## src/temp_alarm_pkg.sv

```systemverilog
package temp_alarm_pkg;

  // Register offsets
  localparam logic [7:0] OFS_STATUS = 8'h00;
  localparam logic [7:0] OFS_IRQ_ENABLE = 8'h01;
  localparam logic [7:0] OFS_QUEUE_COUNT = 8'h07;
  localparam logic [7:0] OFS_QUEUE_DATA = 8'h08;
  localparam logic [7:0] OFS_HIGH_UPPER = 8'h10;
  localparam logic [7:0] OFS_HIGH_LOWER = 8'h11;
  localparam logic [7:0] OFS_LOW_UPPER = 8'h12;
  localparam logic [7:0] OFS_LOW_LOWER = 8'h13;
  localparam logic [7:0] OFS_PIN_SETUP = 8'h20;
  localparam logic [7:0] OFS_PIN_OUTPUT = 8'h21;
  localparam logic [7:0] OFS_PIN_LEVEL = 8'h22;

  // Status and enable bit positions
  localparam int BIT_BELOW_LOW = 0;
  localparam int BIT_ABOVE_HIGH = 1;
  localparam int BIT_QUEUE_OVERFLOW = 2;

  // Pin setup field positions (two bits each)
  localparam int POS_PIN_ZERO_FUNCTION = 0;
  localparam int POS_PIN_ONE_FUNCTION = 2;
  localparam int POS_PIN_TWO_FUNCTION = 4;

  // Reset values
  localparam logic [7:0] RST_STATUS = 8'h00;
  localparam logic [7:0] RST_IRQ_ENABLE = 8'h00;
  localparam logic [15:0] RST_HIGH_THRESHOLD = 16'h7fff;
  localparam logic [15:0] RST_LOW_THRESHOLD = 16'h8000;
  localparam logic [7:0] RST_PIN_SETUP = 8'h2a;
  localparam logic [7:0] RST_PIN_OUTPUT = 8'h07;

  // Function command codes
  localparam logic [7:0] CMD_CONVERT = 8'h44;

  // Pin function codes
  localparam logic [1:0] PIN_HIZ_INPUT = 2'h0;
  localparam logic [1:0] PIN_OPEN_DRAIN = 2'h1;
  localparam logic [1:0] PIN_PULLDOWN_INPUT = 2'h2;
  localparam logic [1:0] PIN_SPECIAL = 2'h3;

  typedef enum logic [2:0] {
    CONV_STANDBY = 3'h1,
    CONV_START = 3'h2,
    CONV_WAIT = 3'h4
  } conv_state_t;

endpackage : temp_alarm_pkg

```

## src/result_queue_if.sv

```systemverilog
`timescale 1ns/1ps
`default_nettype none
interface result_queue_if #(
  parameter int WIDTH = 16,
  parameter int CNT_W = 6
);
  logic push;
  logic [WIDTH-1:0] pushData;
  logic pop;
  logic [WIDTH-1:0] headData;
  logic [CNT_W-1:0] count;
  logic full;
  logic empty;
  modport owner (input push, input pushData, input pop,
                 output headData, output count, output full, output empty);
  modport user (output push, output pushData, output pop,
                input headData, input count, input full, input empty);
endinterface : result_queue_if
`default_nettype wire

```

## src/temp_conversion_alarm_core.sv

```systemverilog
// What this block does
// RULE_01 - Powers up idle, no conversion without trigger
// RULE_02 - Convert command code starts one conversion
// RULE_03 - Pin one function 11: rising edge converts
// RULE_04 - Master holds bus idle, strong pullup
// RULE_05 - Finished result queued, then back to standby
// RULE_06 - Result queue holds thirty-two results
// RULE_07 - Results are signed 16-bit, 0.005 C steps
// RULE_08 - Each result compared against both thresholds
// RULE_09 - Threshold bytes at 0x10 to 0x13
// RULE_10 - Below low / above high set status bits
// RULE_11 - Enabled alarm condition sets alarm flag
// RULE_12 - Pin zero function 3 drives interrupt low
// RULE_13 - Status read clears bits, flag and pin
// RULE_14 - In-range result never clears alarm flag
// RULE_15 - Thresholds reset to 0x7fff and 0x8000
// RULE_16 - Only flagged devices join alarm search
// RULE_17 - Master rereads status, reconverts after change
// RULE_18 - Pin levels readable as location bits
// RULE_19 - Pin function codes select input/output/special
// RULE_20 - Trigger during conversion is ignored
`timescale 1ns/1ps
`default_nettype none
module temp_conversion_alarm_core
  import temp_alarm_pkg::*;
#(
  parameter int RESULT_W = 16,
  parameter int QUEUE_DEPTH = 32
) (
  input wire logic sys_clk,
  input wire logic rst_n,
  input wire logic funcCmdValid,
  input wire logic [7:0] funcCmdCode,
  input wire logic regWr,
  input wire logic regRd,
  input wire logic [7:0] regAddr,
  input wire logic [7:0] regWrData,
  output logic [7:0] regRdData,
  output logic sensorStart,
  input wire logic sensorDone,
  input wire logic [RESULT_W-1:0] sensorResult,
  output logic convBusy,
  output logic alarmSearchJoin,
  input wire logic [2:0] pinIn,
  output logic [2:0] pinOut,
  output logic [2:0] pinOe,
  output logic [2:0] pinPulldown
);

  if (RESULT_W != 16) begin : g_width_check
    $error("result width must be 16 to match the byte-wide thresholds");
  end

  // The count register is one byte wide
  if (QUEUE_DEPTH < 2 || QUEUE_DEPTH > 128) begin : g_depth_check
    $error("queue depth must lie between 2 and 128");
  end

  localparam int CNT_W = $clog2(QUEUE_DEPTH) + 1;

  ////////////////////////////////////////////////////////////////////////////
  // State

  conv_state_t convState_r;
  conv_state_t convState_nxt;
  logic [7:0] status_r;
  logic [7:0] irqEnable_r;
  logic [15:0] highThreshold_r;
  logic [15:0] lowThreshold_r;
  logic [7:0] pinSetup_r;
  logic [7:0] pinOutput_r;
  logic alarmFlag_r;
  logic pinOnePrev_r;
  logic queueLowerNext_r;

  logic [1:0] pinZeroFunction;
  logic [1:0] pinOneFunction;
  logic [1:0] pinTwoFunction;
  logic cmdTrigger;
  logic pinTrigger;
  logic trigger;
  logic resultValid;
  logic belowLow;
  logic aboveHigh;
  logic statusRead;
  logic queueRead;
  logic [7:0] newEvents;
  logic [7:0] readMux;

  result_queue_if #(.WIDTH(RESULT_W), .CNT_W(CNT_W)) rq ();

  function automatic logic [7:0] pick_byte(input logic [15:0] word,
                                           input logic upper);
    pick_byte = upper ? word[15:8] : word[7:0];
  endfunction : pick_byte

  function automatic logic reg_hit(input logic strobe,
                                   input logic [7:0] addr,
                                   input logic [7:0] ofs);
    reg_hit = strobe && (addr == ofs);
  endfunction : reg_hit

  function automatic logic signed_less(input logic [15:0] a,
                                       input logic [15:0] b);
    signed_less = $signed(a) < $signed(b);
  endfunction : signed_less

  assign pinZeroFunction = pinSetup_r[POS_PIN_ZERO_FUNCTION +: 2];
  assign pinOneFunction = pinSetup_r[POS_PIN_ONE_FUNCTION +: 2];
  assign pinTwoFunction = pinSetup_r[POS_PIN_TWO_FUNCTION +: 2];

  ////////////////////////////////////////////////////////////////////////////
  // Conversion triggers and sequencing

  assign cmdTrigger = funcCmdValid && (funcCmdCode == CMD_CONVERT); // RULE_02
  assign pinTrigger = (pinOneFunction == PIN_SPECIAL) && pinIn[1]
                      && !pinOnePrev_r; // RULE_03
  assign trigger = cmdTrigger || pinTrigger;

  // Level of pin one last cycle, for its rising edge
  always_ff @(posedge sys_clk) begin
    if (!rst_n) begin
      pinOnePrev_r <= 1'b0;
    end else begin
      pinOnePrev_r <= pinIn[1];
    end
  end

  always_comb begin
    convState_nxt = convState_r;
    unique case (convState_r)
      CONV_STANDBY: begin
        if (trigger) begin
          convState_nxt = CONV_START; // RULE_01
        end
      end
      CONV_START: begin
        // Triggers here and in CONV_WAIT are dropped
        convState_nxt = CONV_WAIT; // RULE_20
      end
      CONV_WAIT: begin
        if (sensorDone) begin
          convState_nxt = CONV_STANDBY; // RULE_05
        end
      end
      default: convState_nxt = CONV_STANDBY;
    endcase
  end

  // Triggers outside standby are simply not looked at
  always_ff @(posedge sys_clk) begin
    if (!rst_n) begin
      convState_r <= CONV_STANDBY; // RULE_01
    end else begin
      convState_r <= convState_nxt; // RULE_20
    end
  end

  assign sensorStart = (convState_r == CONV_START);
  // Master keeps the strong pullup on while this is high
  assign convBusy = (convState_r != CONV_STANDBY); // RULE_04
  assign resultValid = (convState_r == CONV_WAIT) && sensorDone;

  ////////////////////////////////////////////////////////////////////////////
  // Result queue

  assign rq.push = resultValid; // RULE_05
  assign rq.pushData = sensorResult; // RULE_07

  result_queue #(.WIDTH(RESULT_W), .DEPTH(QUEUE_DEPTH)) u_queue (
    .sys_clk(sys_clk),
    .rst_n(rst_n),
    .q(rq.owner)
  ); // RULE_06

  assign queueRead = reg_hit(regRd, regAddr, OFS_QUEUE_DATA);
  // Upper byte first; the lower-byte read retires the entry
  assign rq.pop = queueRead && queueLowerNext_r && !rq.empty;

  always_ff @(posedge sys_clk) begin
    if (!rst_n) begin
      queueLowerNext_r <= 1'b0;
    end else if (queueRead && !rq.empty) begin
      queueLowerNext_r <= !queueLowerNext_r;
    end
  end

  ////////////////////////////////////////////////////////////////////////////
  // Threshold compare and status

  assign belowLow = signed_less(sensorResult, lowThreshold_r); // RULE_08
  assign aboveHigh = signed_less(highThreshold_r, sensorResult); // RULE_08

  always_comb begin
    newEvents = 8'h00;
    if (resultValid) begin
      newEvents[BIT_BELOW_LOW] = belowLow; // RULE_10
      newEvents[BIT_ABOVE_HIGH] = aboveHigh; // RULE_10
      newEvents[BIT_QUEUE_OVERFLOW] = rq.full;
    end
  end

  assign statusRead = reg_hit(regRd, regAddr, OFS_STATUS);

  // New events win over a clearing read in the same cycle
  always_ff @(posedge sys_clk) begin
    if (!rst_n) begin
      status_r <= RST_STATUS;
    end else if (statusRead) begin
      status_r <= newEvents; // RULE_13
    end else begin
      status_r <= status_r | newEvents;
    end
  end

  always_ff @(posedge sys_clk) begin
    if (!rst_n) begin
      alarmFlag_r <= 1'b0;
    end else if (|(newEvents & irqEnable_r)) begin
      alarmFlag_r <= 1'b1; // RULE_11
    end else if (statusRead) begin
      alarmFlag_r <= 1'b0; // RULE_13 RULE_14
    end
  end

  ////////////////////////////////////////////////////////////////////////////
  // Alarm search

  assign alarmSearchJoin = alarmFlag_r; // RULE_16

  ////////////////////////////////////////////////////////////////////////////
  // Register writes

  always_ff @(posedge sys_clk) begin
    if (!rst_n) begin
      irqEnable_r <= RST_IRQ_ENABLE;
    end else if (reg_hit(regWr, regAddr, OFS_IRQ_ENABLE)) begin
      irqEnable_r <= regWrData; // RULE_11
    end
  end

  always_ff @(posedge sys_clk) begin
    if (!rst_n) begin
      pinSetup_r <= RST_PIN_SETUP;
    end else if (reg_hit(regWr, regAddr, OFS_PIN_SETUP)) begin
      pinSetup_r <= regWrData; // RULE_19
    end
  end

  always_ff @(posedge sys_clk) begin
    if (!rst_n) begin
      pinOutput_r <= RST_PIN_OUTPUT;
    end else if (reg_hit(regWr, regAddr, OFS_PIN_OUTPUT)) begin
      pinOutput_r <= regWrData;
    end
  end

  // Each byte lands alone; a torn pair is visible until both are written
  always_ff @(posedge sys_clk) begin
    if (!rst_n) begin
      highThreshold_r <= RST_HIGH_THRESHOLD; // RULE_15
    end else if (reg_hit(regWr, regAddr, OFS_HIGH_UPPER)) begin
      highThreshold_r[15:8] <= regWrData; // RULE_09
    end else if (reg_hit(regWr, regAddr, OFS_HIGH_LOWER)) begin
      highThreshold_r[7:0] <= regWrData; // RULE_09
    end
  end

  always_ff @(posedge sys_clk) begin
    if (!rst_n) begin
      lowThreshold_r <= RST_LOW_THRESHOLD; // RULE_15
    end else if (reg_hit(regWr, regAddr, OFS_LOW_UPPER)) begin
      lowThreshold_r[15:8] <= regWrData; // RULE_09
    end else if (reg_hit(regWr, regAddr, OFS_LOW_LOWER)) begin
      lowThreshold_r[7:0] <= regWrData; // RULE_09
    end
  end

  ////////////////////////////////////////////////////////////////////////////
  // Register reads

  always_comb begin
    readMux = 8'h00;
    unique case (regAddr)
      OFS_STATUS: readMux = status_r;
      OFS_IRQ_ENABLE: readMux = irqEnable_r;
      OFS_QUEUE_COUNT: readMux = 8'(rq.count);
      OFS_QUEUE_DATA:
        readMux = rq.empty ? 8'h00
                  : pick_byte(rq.headData, !queueLowerNext_r);
      OFS_HIGH_UPPER: readMux = pick_byte(highThreshold_r, 1'b1);
      OFS_HIGH_LOWER: readMux = pick_byte(highThreshold_r, 1'b0);
      OFS_LOW_UPPER: readMux = pick_byte(lowThreshold_r, 1'b1);
      OFS_LOW_LOWER: readMux = pick_byte(lowThreshold_r, 1'b0);
      OFS_PIN_SETUP: readMux = pinSetup_r;
      OFS_PIN_OUTPUT: readMux = pinOutput_r;
      OFS_PIN_LEVEL: readMux = {5'h00, pinIn}; // RULE_18
      default: readMux = 8'h00;
    endcase
  end

  // Held between reads so the master may sample it late
  always_ff @(posedge sys_clk) begin
    if (!rst_n) begin
      regRdData <= 8'h00;
    end else if (regRd) begin
      regRdData <= readMux;
    end
  end

  ////////////////////////////////////////////////////////////////////////////
  // Pins

  logic [1:0] pinFunc [3];
  logic [2:0] pinSpecialLow;

  assign pinFunc[0] = pinZeroFunction;
  assign pinFunc[1] = pinOneFunction;
  assign pinFunc[2] = pinTwoFunction;
  // Only pin zero drives in its special function; the others listen
  assign pinSpecialLow = {2'b00, alarmFlag_r}; // RULE_12

  for (genvar i = 0; i < 3; i++) begin : g_pin
    pin_cell u_pin (
      .func(pinFunc[i]),
      .outLevel(pinOutput_r[i]),
      .specialDriveLow(pinSpecialLow[i]),
      .padOut(pinOut[i]),
      .padOe(pinOe[i]),
      .pulldownEn(pinPulldown[i])
    ); // RULE_19
  end

endmodule : temp_conversion_alarm_core
`default_nettype wire

```

## src/result_queue.sv

```systemverilog
`timescale 1ns/1ps
`default_nettype none
module result_queue #(
  parameter int WIDTH = 16,
  parameter int DEPTH = 32
) (
  input wire logic sys_clk,
  input wire logic rst_n,
  result_queue_if.owner q
);
  localparam int AW = $clog2(DEPTH);

  if (DEPTH < 2 || (1 << AW) != DEPTH) begin : g_depth_check
    $error("result_queue depth must be a power of two");
  end

  logic [WIDTH-1:0] mem [DEPTH];
  logic [AW-1:0] wrPtr_r;
  logic [AW-1:0] rdPtr_r;
  logic [AW:0] count_r;
  logic doPush;
  logic doPop;

  assign doPush = q.push && !q.full;
  assign doPop = q.pop && !q.empty;
  assign q.full = (count_r == (AW+1)'(DEPTH));
  assign q.empty = (count_r == '0);
  assign q.headData = mem[rdPtr_r];
  assign q.count = ($bits(q.count))'(count_r);

  always_ff @(posedge sys_clk) begin
    if (doPush) begin
      mem[wrPtr_r] <= q.pushData;
    end
  end

  always_ff @(posedge sys_clk) begin
    if (!rst_n) begin
      wrPtr_r <= '0;
      rdPtr_r <= '0;
      count_r <= '0;
    end else begin
      wrPtr_r <= wrPtr_r + AW'(doPush);
      rdPtr_r <= rdPtr_r + AW'(doPop);
      count_r <= count_r + (AW+1)'(doPush) - (AW+1)'(doPop);
    end
  end
endmodule : result_queue
`default_nettype wire

```

## src/pin_cell.sv

```systemverilog
`timescale 1ns/1ps
`default_nettype none
module pin_cell
  import temp_alarm_pkg::*;
(
  input wire logic [1:0] func,
  input wire logic outLevel,
  input wire logic specialDriveLow,
  output logic padOut,
  output logic padOe,
  output logic pulldownEn
);
  // Open-drain: only ever drives low
  assign padOut = 1'b0;
  always_comb begin
    padOe = 1'b0;
    pulldownEn = 1'b0;
    unique case (func)
      PIN_HIZ_INPUT: padOe = 1'b0;
      PIN_OPEN_DRAIN: padOe = !outLevel;
      PIN_PULLDOWN_INPUT: pulldownEn = 1'b1;
      PIN_SPECIAL: padOe = specialDriveLow;
    endcase
  end
endmodule : pin_cell
`default_nettype wire

```

## config.mk

```make
export PLATFORM = sky130hd
export DESIGN_NAME = temp_conversion_alarm_core
export DESIGN_NICKNAME = d
export VERILOG_FILES = /design/src/temp_alarm_pkg.sv /design/src/result_queue_if.sv /design/src/temp_conversion_alarm_core.sv /design/src/result_queue.sv /design/src/pin_cell.sv
export SDC_FILE = /design/constraint.sdc
export NUM_CORES = 1
export LEC_CHECK = 0
export BUFFER_PORTS_ARGS = -buffer_cell sky130_fd_sc_hd__buf_2
export CAP_MARGIN = 20
export CORE_ASPECT_RATIO = 1.25
export CORE_MARGIN = 8
export CORE_UTILIZATION = 46
export CTS_CLUSTER_SIZE = 10
export DETAILED_ROUTE_END_ITERATION = 10
export PLACE_DENSITY_LB_ADDON = 0.1
export SKIP_LAST_GASP = 1
export SLEW_MARGIN = 20
export SYNTH_ARGS = -nofsm -noshare
export SYNTH_HDL_FRONTEND = slang
export SYNTH_SLANG_ARGS = --single-unit
```

## constraint.sdc

```tcl
create_clock -name sys_clk -period 2.98 [get_ports sys_clk]
set_clock_uncertainty 0.15 [all_clocks]
set_input_delay 0.149 -clock sys_clk [delete_from_list [all_inputs] [get_ports sys_clk]]
set_output_delay 0.149 -clock sys_clk [all_outputs]
set_load 0.05 [all_outputs]
```

==> out/metrics.yaml, run 1 <==
critical_path:
  worstReg2RegStart: "u_queue.q.count[2]$_SDFF_PN0_"
  cp.depth: 17
  end_kind: "register"
  reg2reg_slack_ns: 0.11
  worst_path_largest_cell_delay_ns: 0.41
  crit_chain: "inv_1 -> ha_1 -> nor3b_2 -> nand2_1 -> and4b_1 -> and3_1 -> ha_2 -> inv_1 -> ha_1 -> inv_1 -> fa_1 -> inv_1 -> a21oi_1 -> nor2_1 -> nor2_1 -> xor2_1 -> nor2_1"
  worstSetupEndpoint: "u_queue.q.count[4]$_SDFF_PN0_"
  cp-start-kind: "register"
  r2r_cells: 17
  worstPathRequired_ns: 3.29
  cp.arrival_ns: 3.18
  startpoint: "u_queue.q.count[2]$_SDFF_PN0_"
  cp_common_cell: "inv_1"
  crit_type: "register to register"
  path_max_fanout: 2
  cp_num_buf_inv: 4
  r2r-end: "u_queue.q.count[4]$_SDFF_PN0_"
  critPathSlowestCell: "fa_1"
  crit_family: "adder cells"
clock_tree:
  h-tree-depth: 3
  tritoncts: "done"
  cts_root_buffer: "clkbuf_16"
  cts_buffers: 70
  clkSlewWorstSetupHoldPaths_ns: 0.06
  post_cts_buffers: 0
  numClockSinks: 601
  clk_latency_ns: 0.59
  clock_path_buffers: 3
timing:
  hold_viol: 0
  fmax_mhz: 347.9
  slew_violations: 0
  whs_ns: 0.05357
  finalCritPeriodShare_pct: 96.46
  fin_crit_ns: 2.875
  tightest_slew_ns: 0.6500
  setup_viol: 0
  slew_headroom_pct: 56.40
  grt_setup_unrepaired: "true"
synthesis:
  ys_seq_area_share_pct: 69.04
  synth_seq_cells: 601
  synth_edf_count: 512
  synth_area_per_cell_sq_um: 16.20
  synth.distinct_cells: 69
  async_flop_share_pct: 0
  yosys_warnings: 0
  syn_inst: 1534
  synth_area_sq_um: 24850
  synth-main-ff-cell: "edfxtp_1"
floorplan:
  start_util_pct: 46.36
  fp-row-count: 95
  die_w_um: 223.9
  die-area_sq_um: 61760
  die_y_um: 275.9
  io_pins: 69
  fp.coreArea_sq_um: 53610
pwr:
  p_switching_uw: 3495
  pwr-share-comb_pct: 2.8
  internal_power_uw: 13640
  seqPwrFrac_pct: 53.2
  powerDensity_nw_per_um2: 591.9
  p_leak_uw: 0.009660
  switching_share_pct: 20.39
  ir_drop_mv: 0.3517
  total_power_uw: 17140
  p_clk_share_pct: 44.0
layout:
  drive_above_1_share_pct: 21.09
  fin_nets: 1813
  multi_input_area_sq_um: 7064
  seq_area_sq_um: 17160
  n_fill_cell: 4331
  syn2layout_area_growth_pct: 16.53
routing:
  wl_um: 67540
  antenna_left: 0
  drt_iter0_drc: 1131
  vias: 14420
  wl_per_cell_um: 27.15
  via_per_inst: 5.794
  drc_errors: 0
  drtPass1Iterations: 6
global_routing:
  grt_max_degree: 39
  grtUsageTotal_pct: 22.21
  antenna_found_initial: 3
  grt_pass1_vias: 14900
  grt_overflow: 0
  grt_pass1_wl_um: 99750
placed_design:
  place_congestion: 0.8682
  portBuffers: 65
  dp_hpwl_um: 45200
run_status:
  status: "finished, final reports clean"
hold_path:
  hold_class: "input pin to register"
job:
  max_cap_viol_count: 0
-- cells in the final DEF, fill, tap and decap left out, types with 7 or more instances in the layout --
cell type | Yosys | layout
o22ai_1 | 17 | 17
clkbuf_1 | 46 | 36
dfxtp_1 | 89 | 87
a22oi_1 | 32 | 32
nor2_1 | 95 | 93
a31oi_1 | 20 | 20
clkbuf_16 | 0 | 71
xor2_1 | 7 | 7
a211oi_1 | 20 | 20
nand3_1 | 42 | 41
buf_4 | 22 | 89
nand2_1 | 102 | 102
ha_1 | 43 | 42
inv_1 | 44 | 44
o21ai_0 | 12 | 12
and2_1 | 11 | 11
mux4_2 | 98 | 98
o221ai_1 | 21 | 21
dlygate4sd3_1 | 0 | 29
buf_12 | 0 | 21
nor2b_1 | 13 | 12
edfxtp_1 | 512 | 512
a21oi_1 | 53 | 52
mux2i_1 | 116 | 116
buf_2 | 16 | 65
-- timing repair --
action / 4_1_cts / 5_1_grt
setup endpoints to repair: 8 / 119
endpoints found under the hold margin: 190 / 0
pin swaps: 0 / 0
gates resized for setup: 1 / 4
hold buffers: 29 / 0
-- worst reg2reg max path: cells and delay by family (launching register included) --
kind            cells  cell delay, ns
compound gates      1            0.06
xor+xnor            1            0.12
fa+ha+maj           4            1.04
buf+inv             4            0.22
flops               1            0.33
simple gates        7            0.82
-- routing by layer --
layer / wire length [um] / track usage, % / vias up
met4: 3357 / 11.59 / 0
met1: 27470 / 28.00 / 7427
li1: - / - / 6383
met3: 3746 / 3.560 / 128
met5: 0 / 0 / -
met2: 32970 / 36.88 / 477
-- synthesized netlist by cell type (all sizes together), types with 4 or more instances --
library cell / count / area share, %
a211oi: 21 / 0.68
nor3b: 4 / 0.12
a221oi: 4 / 0.14
edfxtp: 512 / 62
nand2: 102 / 1.5
buf: 46 / 1.3
nand2b: 5 / 0.13
a31oi: 20 / 0.50
and2: 11 / 0.28
a22oi: 32 / 0.97
o21ai: 15 / 0.30
nand3: 44 / 0.93
o22ai: 17 / 0.43
o221ai: 21 / 0.74
mux4: 98 / 8.9
nand3b: 5 / 0.15
nor2b: 13 / 0.33
and3: 6 / 0.15
a22o: 5 / 0.18
nand4: 4 / 0.15
dfxtp: 89 / 7.2
clkbuf: 46 / 0.69
xnor2: 4 / 0.14
nor2: 95 / 1.4
nor3: 5 / 0.12
ha: 43 / 2.2
xor2: 7 / 0.25
a21oi: 53 / 1.1
inv: 44 / 0.66
nor4b: 4 / 0.26
mux2i: 116 / 4.7
-- flip-flops by register name, indices dropped and copies added (netlist names), 6 cells and up --
register	count
regRdData	8
pinSetup_r	8
lowThreshold_r	16
irqEnable_r	8
u_queue.q.count	6
highThreshold_r	16
pinOutput_r	8
u_queue.mem	512
-- metrics by stage --
step | instances | instance area, sq um | setup TNS, ns | utilization (%) | setup slack (ns)
final | 2488 | 28960 | 0 | 54.02 | 0.1054
after global routing | 2486 | 28950 | -0.1266 | 54.01 | -0.09137
after CTS | 2486 | 28940 | 0 | 53.98 | 0.0001816
after detailed placement | 2346 | 26700 | 0 | 49.81 | 0.01695
after global placement | 2346 | 26700 | 0 | 49.81 | 0.04687
after floorplan | 1536 | 24860 | 0 | - | 0.2100
-- how the worst min path moves through the flow --
stage	slack (ns)	startpoint	endpoint	cells after the start
floorplan	0.1	sensorResult[0]	u_queue.mem[0][0]$_DFFE_PP_	0
global placement	0.27	pinIn[1]	pinOnePrev_r$_SDFF_PN0_	2
detailed placement	0.28	pinIn[1]	pinOnePrev_r$_SDFF_PN0_	2
CTS	0.02	sensorResult[15]	u_queue.mem[6][15]$_DFFE_PP_	2
global route	0.04	sensorResult[15]	u_queue.mem[6][15]$_DFFE_PP_	2
finish	0.05	sensorResult[15]	u_queue.mem[27][15]$_DFFE_PP_	2
-- area by class of cell --
type                    count  area share [%]
diodes                      2         0.01728
clock buffers             108           6.649
clock inverters             3         0.06049
inverters                  45          0.5833
multi-input cells         798           24.39
flip-flops and latches    601           59.27
well taps                 727           3.141
repair buffers            204           5.885
-- logic make-up (layout without fill, tap and decap cells) --
logic type      count (synthesis)  count (layout)  share of synthesized area (%)
flops                         601             601                          69.04
simple gates                  317             317                          6.334
mux                           217             217                          13.69
compound gates                206             206                          5.629
buf+inv                       137             360                          2.663
fa+ha+maj                      44              44                          2.246
xor+xnor                       11              11                         0.3877
other cells                     1               5                        0.01509
-- power by group through the flow --
| stage | logic (uW) | clock network [uW] | registers (uW) |
|---|---|---|---|
| 6_report | 477 | 7540 | 9120 |
| 4_1_cts | 478 | 7710 | 9120 |
| 3_5_place_dp | 449 | 0 | 9300 |
| 2_1_floorplan | 154 | 0 | 9300 |
| 3_3_place_gp | 440 | 0 | 9290 |
| 5_1_grt | 511 | 8030 | 9120 |
(Power assumes the default switching activity.)
==> inputs of run 2 (changes only) <==
Settings changed: CORE_ASPECT_RATIO 1.25 to 0.7.
==> run 2 against run 1 <==
Compared with the run above: total power increased by 0.39%; hold slack worse by 0.033 ns; highest routed layer is now met5; sequential share of layout area hardly changed; largest power group unchanged; core utilization about the same.
==> out/metrics.yaml, run 2 (synthesis gave the netlist of run 1 again) <==
global_routing:
  antenna_found_initial: 5
  grt_overflow: 0
  grt_pass1_vias: 14010
  grt_max_degree: 39
  grtUsageTotal_pct: 22.44
  grt_pass1_wl_um: 100200
critical_path:
  cp-start-kind: "register"
  crit_type: "register to register"
  cp.arrival_ns: 3.16
  worstPathRequired_ns: 3.31
  end_kind: "register"
  path_max_fanout: 2
placed_design:
  dp_hpwl_um: 46730
  dpl_cell_area_sq_um: 26740
  place_congestion: 0.9563
  placed_cells: 2364
  portBuffers: 65
routing:
  route.met2.wl_um: 27220
  route.met3.wl_um: 7490
  antenna_left: 0
  wl_um: 69870
  drt-met1-wl_um: 33870
  drc_errors: 0
  via_per_inst: 5.851
  topRoutingLayerUsed: "met5"
  drtPass1Iterations: 6
  wl_per_cell_um: 28.13
  drt_iter0_drc: 1782
  vias: 14530
floorplan:
  fp-row-count: 71
  die_y_um: 210.5
  fp.coreArea_sq_um: 53570
  die-area_sq_um: 61840
  io_pins: 69
  die_w_um: 293.8
  start_util_pct: 46.39
layout:
  final_cell_area_sq_um: 28950
  syn2layout_area_growth_pct: 16.50
  largest_reg_flops: 512
  final_cell_mix: "edfxtp_1 (512), mux2i_1 (116), buf_4 (110), nand2_1 (102), mux4_2 (98)"
  final_common_cell: "edfxtp_1"
  fin_nets: 1822
  num_antenna_cells: 0
  fin_util_pct: 54.05
  top_regs: "u_queue.mem x512, highThreshold_r x16, lowThreshold_r x16"
  drive_above_1_share_pct: 22.23
  regMostFlops: "u_queue.mem"
  instances_no_fill: 2484
  n_fill_cell: 4352
clock_tree:
  clock_path_buffers: 3
  clkSlewWorstSetupHoldPaths_ns: 0.06
  h-tree-depth: 3
  post_cts_buffers: 0
  clk_latency_ns: 0.60
  cts_root_buffer: "clkbuf_16"
  tritoncts: "done"
  numClockSinks: 601
  cts_buffers: 70
pwr:
  ir_drop_mv: 0.3781
  switching_share_pct: 20.38
  pwr-share-comb_pct: 2.7
  seqPwrFrac_pct: 53.0
  p_switching_uw: 3508
  internal_power_uw: 13700
  p_clk_share_pct: 44.3
  p_leak_uw: 0.009707
  powerDensity_nw_per_um2: 594.3
timing:
  finalCritPeriodShare_pct: 95.19
  whs_ns: 0.02031
  fmax_mhz: 352.5
  setup_viol: 0
  grt_setup_unrepaired: "true"
  tightest_slew_ns: 0.7088
  slew_headroom_pct: 52.45
  fin_crit_ns: 2.837
  hold_viol: 0
  tns_ns: 0
  slew_violations: 0
hold_path:
  hold_class: "input pin to register"
run_status:
  status: "finished, final reports clean"
job:
  max_cap_viol_count: 0
==> run 2: routing by layer <==
layer | vias to the layer above | GRT usage [%]
met1 | 7447 | 35.63
li1 | 6372 | -
met2 | 619 | 28.64
met5 | - | 0
met4 | 2 | 4.992
met3 | 94 | 8.219
==> run 2: layout make-up <==
cell class / instances / area, sq um / share of cell area [%]
Clock inverter: 5 / 42.54 / 0.1469
Tap cell: 730 / 913.4 / 3.155
Inverter: 45 / 168.9 / 0.5834
Sequential cell: 601 / 17160 / 59.29
Timing Repair Buffer: 213 / 1682 / 5.808
Multi-Input combinational cell: 798 / 7062 / 24.39
Clock buffer: 92 / 1919 / 6.630
==> run 2: path summary, 6_finish.rpt <==
path | cells after the start | from | endpoint | slack (ns)
max reg2reg | 17 | u_queue.q.count[3]$_SDFF_PN0_ | u_queue.q.count[4]$_SDFF_PN0_ | 0.14
min | 2 | sensorResult[6] | u_queue.mem[9][6]$_DFFE_PP_ | 0.02
max | 17 | u_queue.q.count[3]$_SDFF_PN0_ | u_queue.q.count[4]$_SDFF_PN0_ | 0.14
min reg2reg | 2 | pinOutput_r[7]$_SDFFE_PN0P_ | pinOutput_r[7]$_SDFFE_PN0P_ | 0.34
==> run 2: timing repair <==
item,in CTS,in global routing
pin swaps,0,3
gates resized for setup,1,4
endpoints found under the hold margin,149,0
hold buffers,23,0
endpoints found under the setup margin,1,2
==> run 2: power by group through the flow <==
| stage | logic, uW | registers (uW) | clock network (uW) |
|---|---|---|---|
| 2_1_floorplan | 154 | 9300 | 0 |
| 3_3_place_gp | 424 | 9300 | 0 |
| 3_5_place_dp | 434 | 9300 | 0 |
| 4_1_cts | 456 | 9120 | 7780 |
| 5_1_grt | 493 | 9120 | 8090 |
| 6_report | 461 | 9120 | 7620 |
==> run 2: per-stage QoR <==
step | total power, uW | setup slack, ns
after global routing | 17700 | -0.03893
after global placement | 9720 | -0.01279
after detailed placement | 9730 | 0.003724
after CTS | 17350 | 0.05026
final | 17210 | 0.1434
after floorplan | 9454 | 0.2100
==> run 2: critical path, stage by stage, from the launching register on <==
cell and delay (ns):
dfxtp_1 0.31, inv_1 0.07, ha_1 0.15, nor3b_2 0.19, nand2_1 0.09, and4b_1 0.21
and3_1 0.21, ha_2 0.32, inv_1 0.04, ha_2 0.17, inv_1 0.07, fa_2 0.20
inv_1 0.04, a21oi_1 0.13, nor2_1 0.05, nor2_1 0.13, xor2_1 0.15, nor2_1 0.05
